## src/rtl/scl_regs.svh

```systemverilog
// Register offsets, field positions, reset values and timing for
// the serial configuration memory loader. Included by the loader, engine and bench.
// Overview of operation
// Select low: loads take config from word slot*4, base from next word.
// Select low: loads also fill six station address bytes from three words.
// Select low: writeback stores config and base into slot-selected words.
// Low control bits steer the memory and are never loaded or stored.
// Select high: fetch reads word at pointer low six bits into gp.
// Select high: writeback writes gp into word at pointer low six bits.
// Software sets a trigger and polls; device clears it at the end.
// While busy both trigger bits read back as one.
// While busy all other bits are neither readable nor writable.
// The automatic load after reset is busy and blocking too.
// Memory-present strap low: never touch memory, keep reset defaults.
// Memory is 64 words of 16 bits, one whole word per access.
// Slot strap seven: load only station address, keep built-in defaults.
// Three-wire protocol: start bit, opcode, six-bit address per word.
// Write-enable before writes; wait for ready before clearing trigger.
`ifndef SCL_REGS_SVH
`define SCL_REGS_SVH
`define SCL_CTRL_OFF 8'h00
`define SCL_CFG_OFF 8'h04
`define SCL_BASE_OFF 8'h08
`define SCL_IA01_OFF 8'h0c
`define SCL_IA23_OFF 8'h10
`define SCL_IA45_OFF 8'h14
`define SCL_PTR_OFF 8'h18
`define SCL_GP_OFF 8'h1c
`define SCL_STAT_OFF 8'h20
`define SCL_SEL_BIT 0
`define SCL_RELOAD_BIT 1
`define SCL_STORE_BIT 2
`define SCL_CFG_RST 16'h0000
`define SCL_BASE_RST 16'h0000
`define SCL_IA_WORD 6'h20
`define SCL_EWEN_ADDR 6'h30
`define SCL_SLOT_FIXED 3'h7
`define SCL_OPC_RD 2'h2
`define SCL_OPC_WR 2'h1
`define SCL_OPC_EWEN 2'h0
`define SCL_CLK_NS 4
`define SCL_SK_PERIOD_NS 64
`define SCL_SK_HALF_CYC (`SCL_SK_PERIOD_NS / `SCL_CLK_NS / 2)
`endif

```

## src/rtl/scl_pkg.sv

```systemverilog
// Types shared by the loader and its serial engine.
// Needs no include file; uses nothing from scl_regs.svh.
package scl_pkg;
  typedef enum logic [2:0] {
    OP_RD = 3'h1, OP_WR = 3'h2, OP_EWEN = 3'h4
  } scl_op_e;
  typedef enum logic [3:0] {
    ST_BOOT = 4'h1, ST_IDLE = 4'h2, ST_START = 4'h4, ST_WAIT = 4'h8
  } scl_st_e;
  typedef enum logic [3:0] {
    UW_IDLE = 4'h1, UW_SHIFT = 4'h2, UW_GAP = 4'h4, UW_POLL = 4'h8
  } scl_uw_e;
  typedef struct packed {
    scl_uw_e st;
    logic [24:0] frame;
    logic [4:0] cnt;
    logic [4:0] len;
    logic wr;
    logic cs;
    logic sk;
    logic di;
    logic done;
    logic [15:0] rdata;
  } scl_uw_s;
endpackage

```

## src/rtl/scl_top.sv

```systemverilog
// Serial configuration memory loader with a classic Wishbone
// register slave. Straps and memory data-out come from pins and
// are synchronised here; the memory clock is made from clk_i.
//
// Local design decisions: the placing of the registers and the Wishbone interface to the registers.
`include "scl_regs.svh"
module scl_top import scl_pkg::*; #(
  parameter logic [15:0] CFG_RST = `SCL_CFG_RST,
  parameter logic [15:0] BASE_RST = `SCL_BASE_RST
) (
  // Clock and reset
  input wire logic clk_i,
  input wire logic rst_i,
  // Wishbone slave
  input wire logic cyc_i,
  input wire logic stb_i,
  input wire logic we_i,
  input wire logic [7:0] adr_i,
  input wire logic [3:0] sel_i,
  input wire logic [31:0] dat_i,
  output logic [31:0] dat_o,
  output logic ack_o,
  // Board straps
  input wire logic [2:0] board_slot_strap_i,
  input wire logic rom_present_strap_i,
  // Serial memory pins
  input wire logic rom_do_i,
  output logic rom_cs_o,
  output logic rom_sk_o,
  output logic rom_di_o
);
  localparam logic [3:0] HALF_M1 = 4'(`SCL_SK_HALF_CYC - 1);

  typedef struct packed {
    scl_st_e st;
    logic [2:0] s1_slot;
    logic [2:0] s2_slot;
    logic s1_pres;
    logic s2_pres;
    logic s1_do;
    logic s2_do;
    logic [1:0] boot_cnt;
    logic [2:0] slot;
    logic pres;
    logic [3:0] div;
    logic tick;
    logic busy;
    logic sel;
    logic [12:0] ctrl_hi;
    logic [15:0] cfg;
    logic [15:0] base;
    logic [15:0] ia0;
    logic [15:0] ia1;
    logic [15:0] ia2;
    logic [15:0] ptr;
    logic [15:0] gp;
    logic gpm;
    logic wr;
    logic ewen_pend;
    logic [2:0] idx;
    logic start;
    scl_op_e op;
    logic [5:0] addr;
    logic [15:0] wdata;
    logic ack;
    logic [31:0] dat;
  } scl_top_s;

  scl_top_s r, next_r;
  logic done;
  logic [15:0] rdata;
  logic hit;
  logic [7:0] off;
  logic last;

  // Word address of load/store step idx for a given slot
  function automatic logic [5:0] word_addr(input logic [2:0] idx,
                                           input logic [2:0] slot);
    case (idx)
      3'h0: word_addr = {1'b0, slot, 2'h0};
      3'h1: word_addr = {1'b0, slot, 2'h1};
      default: word_addr = `SCL_IA_WORD + 6'(idx - 3'h2);
    endcase
  endfunction

  // Byte-lane merge for 16-bit registers
  function automatic logic [15:0] wmerge(input logic [15:0] old,
                                         input logic [31:0] d,
                                         input logic [3:0] s);
    wmerge = {s[1] ? d[15:8] : old[15:8], s[0] ? d[7:0] : old[7:0]};
  endfunction

  scl_uwire u_uwire (
    .clk_i(clk_i),
    .rst_i(rst_i),
    .tick_i(r.tick),
    .start_i(r.start),
    .op_i(r.op),
    .addr_i(r.addr),
    .wdata_i(r.wdata),
    .done_o(done),
    .rdata_o(rdata),
    .do_i(r.s2_do),
    .cs_o(rom_cs_o),
    .sk_o(rom_sk_o),
    .di_o(rom_di_o)
  );

  assign hit = cyc_i && stb_i && !r.ack;
  assign off = {adr_i[7:2], 2'h0};
  assign last = r.gpm || (r.wr ? (r.idx == 3'h1) : (r.idx == 3'h4));

  always_comb begin
    next_r = r;
    next_r.s1_slot = board_slot_strap_i;
    next_r.s2_slot = r.s1_slot;
    next_r.s1_pres = rom_present_strap_i;
    next_r.s2_pres = r.s1_pres;
    next_r.s1_do = rom_do_i;
    next_r.s2_do = r.s1_do;
    next_r.tick = (r.div == HALF_M1);
    next_r.div = next_r.tick ? 4'h0 : r.div + 4'h1;
    next_r.start = 1'b0;
    next_r.ack = hit;
    if (hit) begin
      next_r.dat = 32'h0;
    end

    // Bus reads; a busy block shows only the two trigger bits
    if (hit && !we_i) begin
      if (r.busy) begin
        if (off == `SCL_CTRL_OFF) begin
          next_r.dat[`SCL_RELOAD_BIT] = 1'b1;
          next_r.dat[`SCL_STORE_BIT] = 1'b1;
        end
      end else begin
        case (off)
          `SCL_CTRL_OFF: next_r.dat = {16'h0, r.ctrl_hi, 2'h0, r.sel};
          `SCL_CFG_OFF: next_r.dat = {16'h0, r.cfg};
          `SCL_BASE_OFF: next_r.dat = {16'h0, r.base};
          `SCL_IA01_OFF: next_r.dat = {16'h0, r.ia0};
          `SCL_IA23_OFF: next_r.dat = {16'h0, r.ia1};
          `SCL_IA45_OFF: next_r.dat = {16'h0, r.ia2};
          `SCL_PTR_OFF: next_r.dat = {16'h0, r.ptr};
          `SCL_GP_OFF: next_r.dat = {16'h0, r.gp};
          `SCL_STAT_OFF: next_r.dat = {28'h0, r.pres, r.slot};
          default: next_r.dat = 32'h0;
        endcase
      end
    end

    // Bus writes are dropped while an operation runs
    if (hit && we_i && !r.busy) begin
      case (off)
        `SCL_CTRL_OFF: begin
          if (sel_i[0]) begin
            next_r.sel = dat_i[`SCL_SEL_BIT];
            next_r.ctrl_hi[4:0] = dat_i[7:3];
          end
          if (sel_i[1]) begin
            next_r.ctrl_hi[12:5] = dat_i[15:8];
          end
          if (sel_i[0] && r.pres && r.st == ST_IDLE &&
              (dat_i[`SCL_RELOAD_BIT] || dat_i[`SCL_STORE_BIT])) begin
            // Fetch wins when both triggers are written together
            next_r.busy = 1'b1;
            next_r.gpm = dat_i[`SCL_SEL_BIT];
            next_r.wr = !dat_i[`SCL_RELOAD_BIT];
            next_r.ewen_pend = !dat_i[`SCL_RELOAD_BIT];
            next_r.idx = (!dat_i[`SCL_SEL_BIT] && dat_i[`SCL_RELOAD_BIT]
                          && r.slot == `SCL_SLOT_FIXED) ? 3'h2 : 3'h0;
            next_r.st = ST_START;
          end
        end
        `SCL_CFG_OFF: next_r.cfg = wmerge(r.cfg, dat_i, sel_i);
        `SCL_BASE_OFF: next_r.base = wmerge(r.base, dat_i, sel_i);
        `SCL_IA01_OFF: next_r.ia0 = wmerge(r.ia0, dat_i, sel_i);
        `SCL_IA23_OFF: next_r.ia1 = wmerge(r.ia1, dat_i, sel_i);
        `SCL_IA45_OFF: next_r.ia2 = wmerge(r.ia2, dat_i, sel_i);
        `SCL_PTR_OFF: next_r.ptr = wmerge(r.ptr, dat_i, sel_i);
        `SCL_GP_OFF: next_r.gp = wmerge(r.gp, dat_i, sel_i);
        default: ;
      endcase
    end

    case (r.st)
      // Straps settle through the synchronisers before capture
      ST_BOOT: begin
        next_r.boot_cnt = r.boot_cnt + 2'h1;
        if (r.boot_cnt == 2'h3) begin
          next_r.slot = r.s2_slot;
          next_r.pres = r.s2_pres;
          next_r.gpm = 1'b0;
          next_r.wr = 1'b0;
          next_r.ewen_pend = 1'b0;
          next_r.idx = (r.s2_slot == `SCL_SLOT_FIXED) ? 3'h2 : 3'h0;
          next_r.st = r.s2_pres ? ST_START : ST_IDLE;
          next_r.busy = r.s2_pres;
        end
      end
      ST_IDLE: ;
      ST_START: begin
        next_r.start = 1'b1;
        if (r.ewen_pend) begin
          next_r.op = OP_EWEN;
          next_r.addr = `SCL_EWEN_ADDR;
        end else begin
          next_r.op = r.wr ? OP_WR : OP_RD;
          next_r.addr = r.gpm ? r.ptr[5:0] : word_addr(r.idx, r.slot);
        end
        if (r.gpm) begin
          next_r.wdata = r.gp;
        end else begin
          next_r.wdata = (r.idx == 3'h0) ? r.cfg : r.base;
        end
        next_r.st = ST_WAIT;
      end
      ST_WAIT: if (done) begin
        if (r.ewen_pend) begin
          next_r.ewen_pend = 1'b0;
          next_r.st = ST_START;
        end else begin
          if (!r.wr) begin
            if (r.gpm) begin
              next_r.gp = rdata;
            end else begin
              case (r.idx)
                3'h0: next_r.cfg = rdata;
                3'h1: next_r.base = rdata;
                3'h2: next_r.ia0 = rdata;
                3'h3: next_r.ia1 = rdata;
                default: next_r.ia2 = rdata;
              endcase
            end
          end
          if (last) begin
            next_r.busy = 1'b0;
            next_r.st = ST_IDLE;
          end else begin
            next_r.idx = r.idx + 3'h1;
            next_r.st = ST_START;
          end
        end
      end
      default: next_r.st = ST_IDLE;
    endcase
  end

  always_ff @(posedge clk_i) begin
    if (rst_i) begin
      r <= '0;
      r.st <= ST_BOOT;
      r.busy <= 1'b1;
      r.cfg <= CFG_RST;
      r.base <= BASE_RST;
      r.op <= OP_RD;
    end else begin
      r <= next_r;
    end
  end

  assign dat_o = r.dat;
  assign ack_o = r.ack;

  AST_BUSY_READ: assert property (@(posedge clk_i) disable iff (rst_i)
    ($rose(ack_o) && $past(r.busy) && !$past(we_i) &&
     $past(off) == `SCL_CTRL_OFF) |-> dat_o[2:1] == 2'h3)
    else $error("trigger bits not both high while busy");

  AST_BLOCK_RD: assert property (@(posedge clk_i) disable iff (rst_i)
    ($rose(ack_o) && $past(r.busy) && $past(off) != `SCL_CTRL_OFF)
    |-> dat_o == 32'h0)
    else $error("register readable while busy");

  AST_BLOCK_WR: assert property (@(posedge clk_i) disable iff (rst_i)
    (hit && we_i && r.busy && off == `SCL_PTR_OFF)
    |=> $stable(r.ptr))
    else $error("register written while busy");

  AST_BOOT_BUSY: assert property (@(posedge clk_i) disable iff (rst_i)
    $past(rst_i) |-> (r.busy && r.st == ST_BOOT) ##4 (r.busy == r.pres))
    else $error("reset load not busy");

  AST_ABSENT: assert property (@(posedge clk_i) disable iff (rst_i)
    (r.st == ST_IDLE && !r.pres) |=> (!rom_cs_o && !r.busy)[*3])
    else $error("memory touched with no memory present");

  AST_CLEAR: assert property (@(posedge clk_i) disable iff (rst_i)
    (r.st == ST_WAIT && done && !r.ewen_pend && last)
    |=> !r.busy && r.st == ST_IDLE)
    else $error("trigger not cleared at end");

  AST_SLOT7: assert property (@(posedge clk_i) disable iff (rst_i)
    (r.start && !r.gpm && !r.wr && r.slot == `SCL_SLOT_FIXED)
    |-> r.addr[5])
    else $error("slot seven load touched config words");

  AST_CFG_ADDR: assert property (@(posedge clk_i) disable iff (rst_i)
    (r.st == ST_START && !r.gpm && !r.ewen_pend && r.idx == 3'h0)
    |=> r.start && r.addr == {1'b0, r.slot, 2'h0})
    else $error("config word address wrong");

  AST_IA_LOAD: assert property (@(posedge clk_i) disable iff (rst_i)
    (r.st == ST_WAIT && done && !r.wr && !r.gpm && r.idx == 3'h3)
    |=> r.ia1 == $past(rdata))
    else $error("station address word not loaded");

  AST_GP_WR: assert property (@(posedge clk_i) disable iff (rst_i)
    (r.start && r.gpm && r.op == OP_WR)
    |-> (r.wdata == r.gp && r.addr == r.ptr[5:0]))
    else $error("general purpose write mismatch");

  AST_EWEN_FIRST: assert property (@(posedge clk_i) disable iff (rst_i)
    (r.st == ST_IDLE && $past(r.st) == ST_IDLE) ##2 (r.start && r.wr)
    |-> r.op == OP_EWEN)
    else $error("write without write-enable");
endmodule // scl_top

```

## src/rtl/scl_uwire.sv

```systemverilog
// Three-wire serial memory engine: one word read, write or
// write-enable per start pulse. Expects a half-bit tick and a
// data-out line already synchronised to clk_i.
`include "scl_regs.svh"
module scl_uwire import scl_pkg::*; (
  // Clock and reset
  input wire logic clk_i,
  input wire logic rst_i,
  // Command side
  input wire logic tick_i,
  input wire logic start_i,
  input scl_op_e op_i,
  input wire logic [5:0] addr_i,
  input wire logic [15:0] wdata_i,
  output logic done_o,
  output logic [15:0] rdata_o,
  // Memory pins
  input wire logic do_i,
  output logic cs_o,
  output logic sk_o,
  output logic di_o
);
  scl_uw_s r, next_r;
  logic [1:0] opc;

  always_comb begin
    next_r = r;
    next_r.done = 1'b0;
    case (op_i)
      OP_RD: opc = `SCL_OPC_RD;
      OP_WR: opc = `SCL_OPC_WR;
      default: opc = `SCL_OPC_EWEN;
    endcase
    case (r.st)
      UW_IDLE: if (start_i) begin
        next_r.frame = {1'b1, opc, addr_i, wdata_i};
        next_r.len = (op_i == OP_EWEN) ? 5'h08 : 5'h18;
        next_r.wr = (op_i == OP_WR);
        next_r.cnt = 5'h00;
        next_r.cs = 1'b1;
        next_r.sk = 1'b0;
        next_r.di = 1'b1;
        next_r.st = UW_SHIFT;
      end
      UW_SHIFT: if (tick_i) begin
        if (!r.sk) begin
          next_r.sk = 1'b1;
        end else begin
          // Sample on the falling edge, well after memory drove it
          next_r.sk = 1'b0;
          next_r.rdata = {r.rdata[14:0], do_i};
          next_r.frame = {r.frame[23:0], 1'b0};
          next_r.di = r.frame[23];
          if (r.cnt == r.len) begin
            next_r.di = 1'b0;
            next_r.st = UW_GAP;
          end else begin
            next_r.cnt = r.cnt + 5'h01;
          end
        end
      end
      UW_GAP: if (tick_i) begin
        if (r.cs) begin
          next_r.cs = 1'b0;
        end else if (r.wr) begin
          next_r.cs = 1'b1;
          next_r.st = UW_POLL;
        end else begin
          next_r.done = 1'b1;
          next_r.st = UW_IDLE;
        end
      end
      // No timeout: a memory that never reports ready hangs here
      UW_POLL: if (tick_i && do_i) begin
        next_r.cs = 1'b0;
        next_r.done = 1'b1;
        next_r.st = UW_IDLE;
      end
      default: next_r.st = UW_IDLE;
    endcase
  end

  always_ff @(posedge clk_i) begin
    if (rst_i) begin
      r <= '0;
      r.st <= UW_IDLE;
    end else begin
      r <= next_r;
    end
  end

  assign done_o = r.done;
  assign rdata_o = r.rdata;
  assign cs_o = r.cs;
  assign sk_o = r.sk;
  assign di_o = r.di;
endmodule // scl_uwire

```

## config.mk

```make
export PLATFORM = sky130hd
export DESIGN_NAME = scl_top
export DESIGN_NICKNAME = d
export VERILOG_FILES = /design/src/rtl/scl_pkg.sv /design/src/rtl/scl_top.sv /design/src/rtl/scl_uwire.sv
export VERILOG_INCLUDE_DIRS = /design/src /design/src/rtl
export SDC_FILE = /design/constraint.sdc
export NUM_CORES = 1
export LEC_CHECK = 0
export ABC_AREA = 1
export BUFFER_PORTS_ARGS = -buffer_cell sky130_fd_sc_hd__buf_4
export CAP_MARGIN = 20
export CORE_AREA = 2 2 282 173
export CTS_CLUSTER_DIAMETER = 120
export DETAILED_ROUTE_END_ITERATION = 8
export DIE_AREA = 0 0 284 175
export SYNTH_ARGS = -nofsm -noshare
export SYNTH_HDL_FRONTEND = slang
export SYNTH_HIERARCHICAL = 1
export SYNTH_SLANG_ARGS = --single-unit
```

## constraint.sdc

```tcl
create_clock -name clk_i -period 4.1 [get_ports clk_i]
set_input_delay 1.23 -clock clk_i [delete_from_list [all_inputs] [get_ports clk_i]]
set_output_delay 1.23 -clock clk_i [all_outputs]
set_load 0.05 [all_outputs]
```

==> impl_summary.md <==
STA
Setup repair after global routing left no endpoint under its margin. The number of max-slew violations in the final report was 0. For this run, the top clock speed supported by timing is 369 MHz. The time the worst path needs with I/O delays and setup is 2710 ps. The max-slew headroom at the worst pin is 34.4%.

Setup violations remaining at the end of the flow were counted as 0. The setup total negative slack is 0 ps. After layout, the worst path uses 66.1% of the clock period.

The slew at the pin closest to its max-slew limit is 983 ps. The count of endpoints failing hold in the final timing report came to 0. Clock skew on the completed layout was measured at 11.0 ps.

Setup path
The element type at the critical path start is a flop. The most numerous cell type found on the critical path is nand2_1. The critical path class is reg -> reg. At the worst endpoint, the arrival time is 3210 ps. The critical path goes through inv_1 > ha_1 > nand2_1 > buf_4 > nand2_1 > inv_2 > nand3_1 > nor2_4 > inv_2 > o211ai_1 > nand2_1 > inv_1. The largest driver fanout on the critical path is 22. The worst setup path is captured at a flop. On the worst path, the slowest cell contributes a delay of 470 ps. The library cell contributing the largest single delay on the critical path is dfxtp_1. At the worst endpoint, the required time is 4600 ps.

GRT
The global router's overall resource usage is 16.3%. The number of antenna violations at the first check in global routing is 0. The number of global-route vias before repair is 11946.

Entering global routing, the biggest net connects 76 pins. The remaining global-route overflow is 0. The first global-routing pass estimated 65.3 mm of wire.

Cells and area
The post-route netlist has 10.9% of its cells at a drive strength greater than 1. The layout overhead on the synthesized area is 10.6%. The final non-filler cell total is 2695. The summed area of non-filler cells in the final layout is 0.0155 mm2.

After filler insertion, the fill cell instance count of the layout stands at 5126. The final net count is 2102. The count of inserted antenna diode cells is 0. The core occupancy in the finished layout is 32.8%.

Logic synthesis
Of all cell types, the one taking the most synthesized area is dfxtp_1. In the post-synthesis netlist, the biggest area contributors are dfxtp_1 (39%), nand2_1 (15%), inv_1 (6.7%), o21ai_0 (6.6%), a21oi_1 (6.5%). Counting every instance in the synthesized netlist gives 2058. The count of state elements after synthesis is 273. Yosys mapped the design onto 41 distinct sky130hd cell types. Sequential elements use 39.1% of the synthesized area. The portion of synthesized cell area occupied by the leading cell type is 39.1%. During synthesis, Yosys emitted a total of 6 warnings. Yosys mapped a number of flops with a built-in enable equal to 0.

For this run, asynchronously set or reset flops after synthesis account for 0%. The mean area per synthesized cell is 6.79 um2. Synthesis produced a netlist with a net count of 2124. The top flip-flop cell by instance count after synthesis is dfxtp_1. The post-synthesis instance area is 0.0140 mm2.

Pwr
The overall power is 0.00670 W. The leakage power is 7.43 nW. The maximum resistive drop on vdd is 0.317 mV. The total power density per cell area is 434 mW/mm2.

CTS
The longest clock path from root to sink contains 3 buffers. The TritonCTS clock tree is built. The clock sink total is 273. The root buffer cell chosen for the clock tree is clkbuf_16.

After clock tree synthesis, the clock-pin slew on the worst setup and hold paths is 70 ps. CTS built an H-tree with a depth of 1. Counting the buffers created by CTS gives 26. The number of resized instances in the post-cts repair step is 0.

The number of hold buffers added after CTS is 0. The insertion delay of the later-clocked pin in the worst-skew pair is 560 ps. The total setup buffers inserted after CTS is 0.

Place
At the end of routability-driven placement, the weighted congestion stood at 0.876. After detailed placement, the design holds a cell count of 2648. After legalization and detailed placement, the total HPWL measured 29.4 mm. During placement, the flow inserted port buffers numbering 69. In this run the cell area measured after placement is 0.0146 mm2.

Drt
The post-detailed-routing wire length is 41.3 mm. The remaining design rule violation count is 0. The number of iterations in the first detailed-routing pass is 5. The average routed wire per standard cell is 15.3 um. The mean number of vias per cell is 4.86. The count of antenna-violating nets left after detailed routing is 0. The DRC marker count from the first detailed-route iteration is 1460.

For this block, the via count after detailed routing is 13108.

Die
From bottom edge to top edge, the die measures 175 um. The floorplan die width is 284 um. The die area is 0.0497 mm2.

Once the floorplan was initialized, standard cells occupied 29.6% of the core. The floorplan has 62 rows. 90 I/O pins were placed.

The area of the core is 0.0472 mm2.

Flow run
The number of max-cap violations is 0.

Worst hold path
The path class of the tightest hold or removal check is reg -> reg.

Run status
The run finished with clean final reports.
cell usage after synthesis, types with 2 or more instances:
cell type,count
nand3_4,2
ha_1,12
buf_4,61
nand3_1,47
buf_1,4
clkbuf_1,43
inv_1,249
buf_6,17
inv_4,2
a21oi_1,182
buf_2,14
dfxtp_1,273
xor2_1,3
nand4_1,12
nor2_1,189
nor2_4,9
nand2_1,568
o211ai_1,28
nand2_4,18
nand3_2,4
nor3_1,4
o21ai_1,67
o211ai_2,8
inv_2,15
nor2_8,5
o21ai_0,183
nand3b_1,2
a211oi_2,8
nand2_2,4
a211oi_1,2
nor2_2,13
routing by layer:
layer	share of wire, %	track usage (%)
met3	8.5	2.70
met4	1.9	4.06
met1	50	24.8
met2	40	23.3
met5	0	0
report_power, final:
part | internal, W | total (W) | leakage (nW) | switching (W)
registers | 0.00282 | 0.00292 | 2.21 | 0.000102
clock network | 0.00151 | 0.00260 | 0.445 | 0.00109
logic | 0.000345 | 0.00118 | 4.78 | 0.000836
path summary, 6_finish.rpt:
kind                    start     end  slack (ps)  cells past startpoint
hold reg to reg   next_r[207]  r[207]         400                      2
setup / recovery        r[59]  r[102]        1390                     12
setup reg to reg        r[59]  r[102]        1390                     12
hold / removal    next_r[207]  r[207]         400                      2
through the flow:
stage                     setup slack, ps  hold WS [ps]
after floorplan                      1650           388
after global placement               1090           389
after detailed placement             1000           392
after CTS                            1440           400
after global routing                 1290           433
final                                1390           402
area by class of cell:
class,count,area [um2],area share [%]
repair buffers,89,681,4.40
clock inverters,11,155,1.00
inverters,268,1010,6.55
flip-flops and latches,273,5470,35.4
well taps,640,801,5.18
clock buffers,36,739,4.78
multi-input cells,1378,6610,42.7
placed cells by master, fill, tap and decap left out, types with 2 or more instances in the layout:
cell type / n
a211oi_1: 2
a211oi_2: 8
a21oi_1: 182
buf_4: 88
bufinv_16: 4
clkbuf_1: 6
clkbuf_16: 27
clkbuf_8: 3
clkinv_2: 8
dfxtp_1: 273
ha_1: 12
inv_1: 249
inv_2: 15
inv_4: 2
nand2_1: 568
nand2_2: 4
nand2_4: 18
nand3_1: 47
nand3_2: 4
nand3_4: 2
nand3b_1: 2
nand4_1: 12
nor2_1: 188
nor2_2: 14
nor2_4: 9
nor2_8: 5
nor3_1: 4
o211ai_1: 28
o211ai_2: 8
o21ai_0: 183
o21ai_1: 67
xor2_1: 3
cells by family after synthesis:
kind of cell	Yosys count	share of synthesized area, %
and+or+nand+nor	881	27.3
AOI/OAI and AO/OA	482	18.7
buffers and inverters	407	13.7
DFF	273	39.1
adders and majority gates	12	1.07
xor gates and xnor gates	3	0.188
worst max-delay path, delay by kind of cell (launching register included):
family                   cells  cell delay (ps)
AO/OA/AOI/OAI                1              190
adder cells (fa/ha/maj)      1              250
buffers and inverters        5              910
flip-flops                   1              470
AND/OR/NAND/NOR              5              810
state kept, by name (all words and copies together), names as in the netlist:
| register | cells |
|---|---|
| ack_o | 1 |
| dat_o | 32 |
| next_r | 5 |
| r | 179 |
| u_uwire/cs_o | 1 |
| u_uwire/di_o | 1 |
| u_uwire/done_o | 1 |
| u_uwire/r | 36 |
| u_uwire/rdata_o | 16 |
| u_uwire/sk_o | 1 |
(Power assumes the default switching activity.)
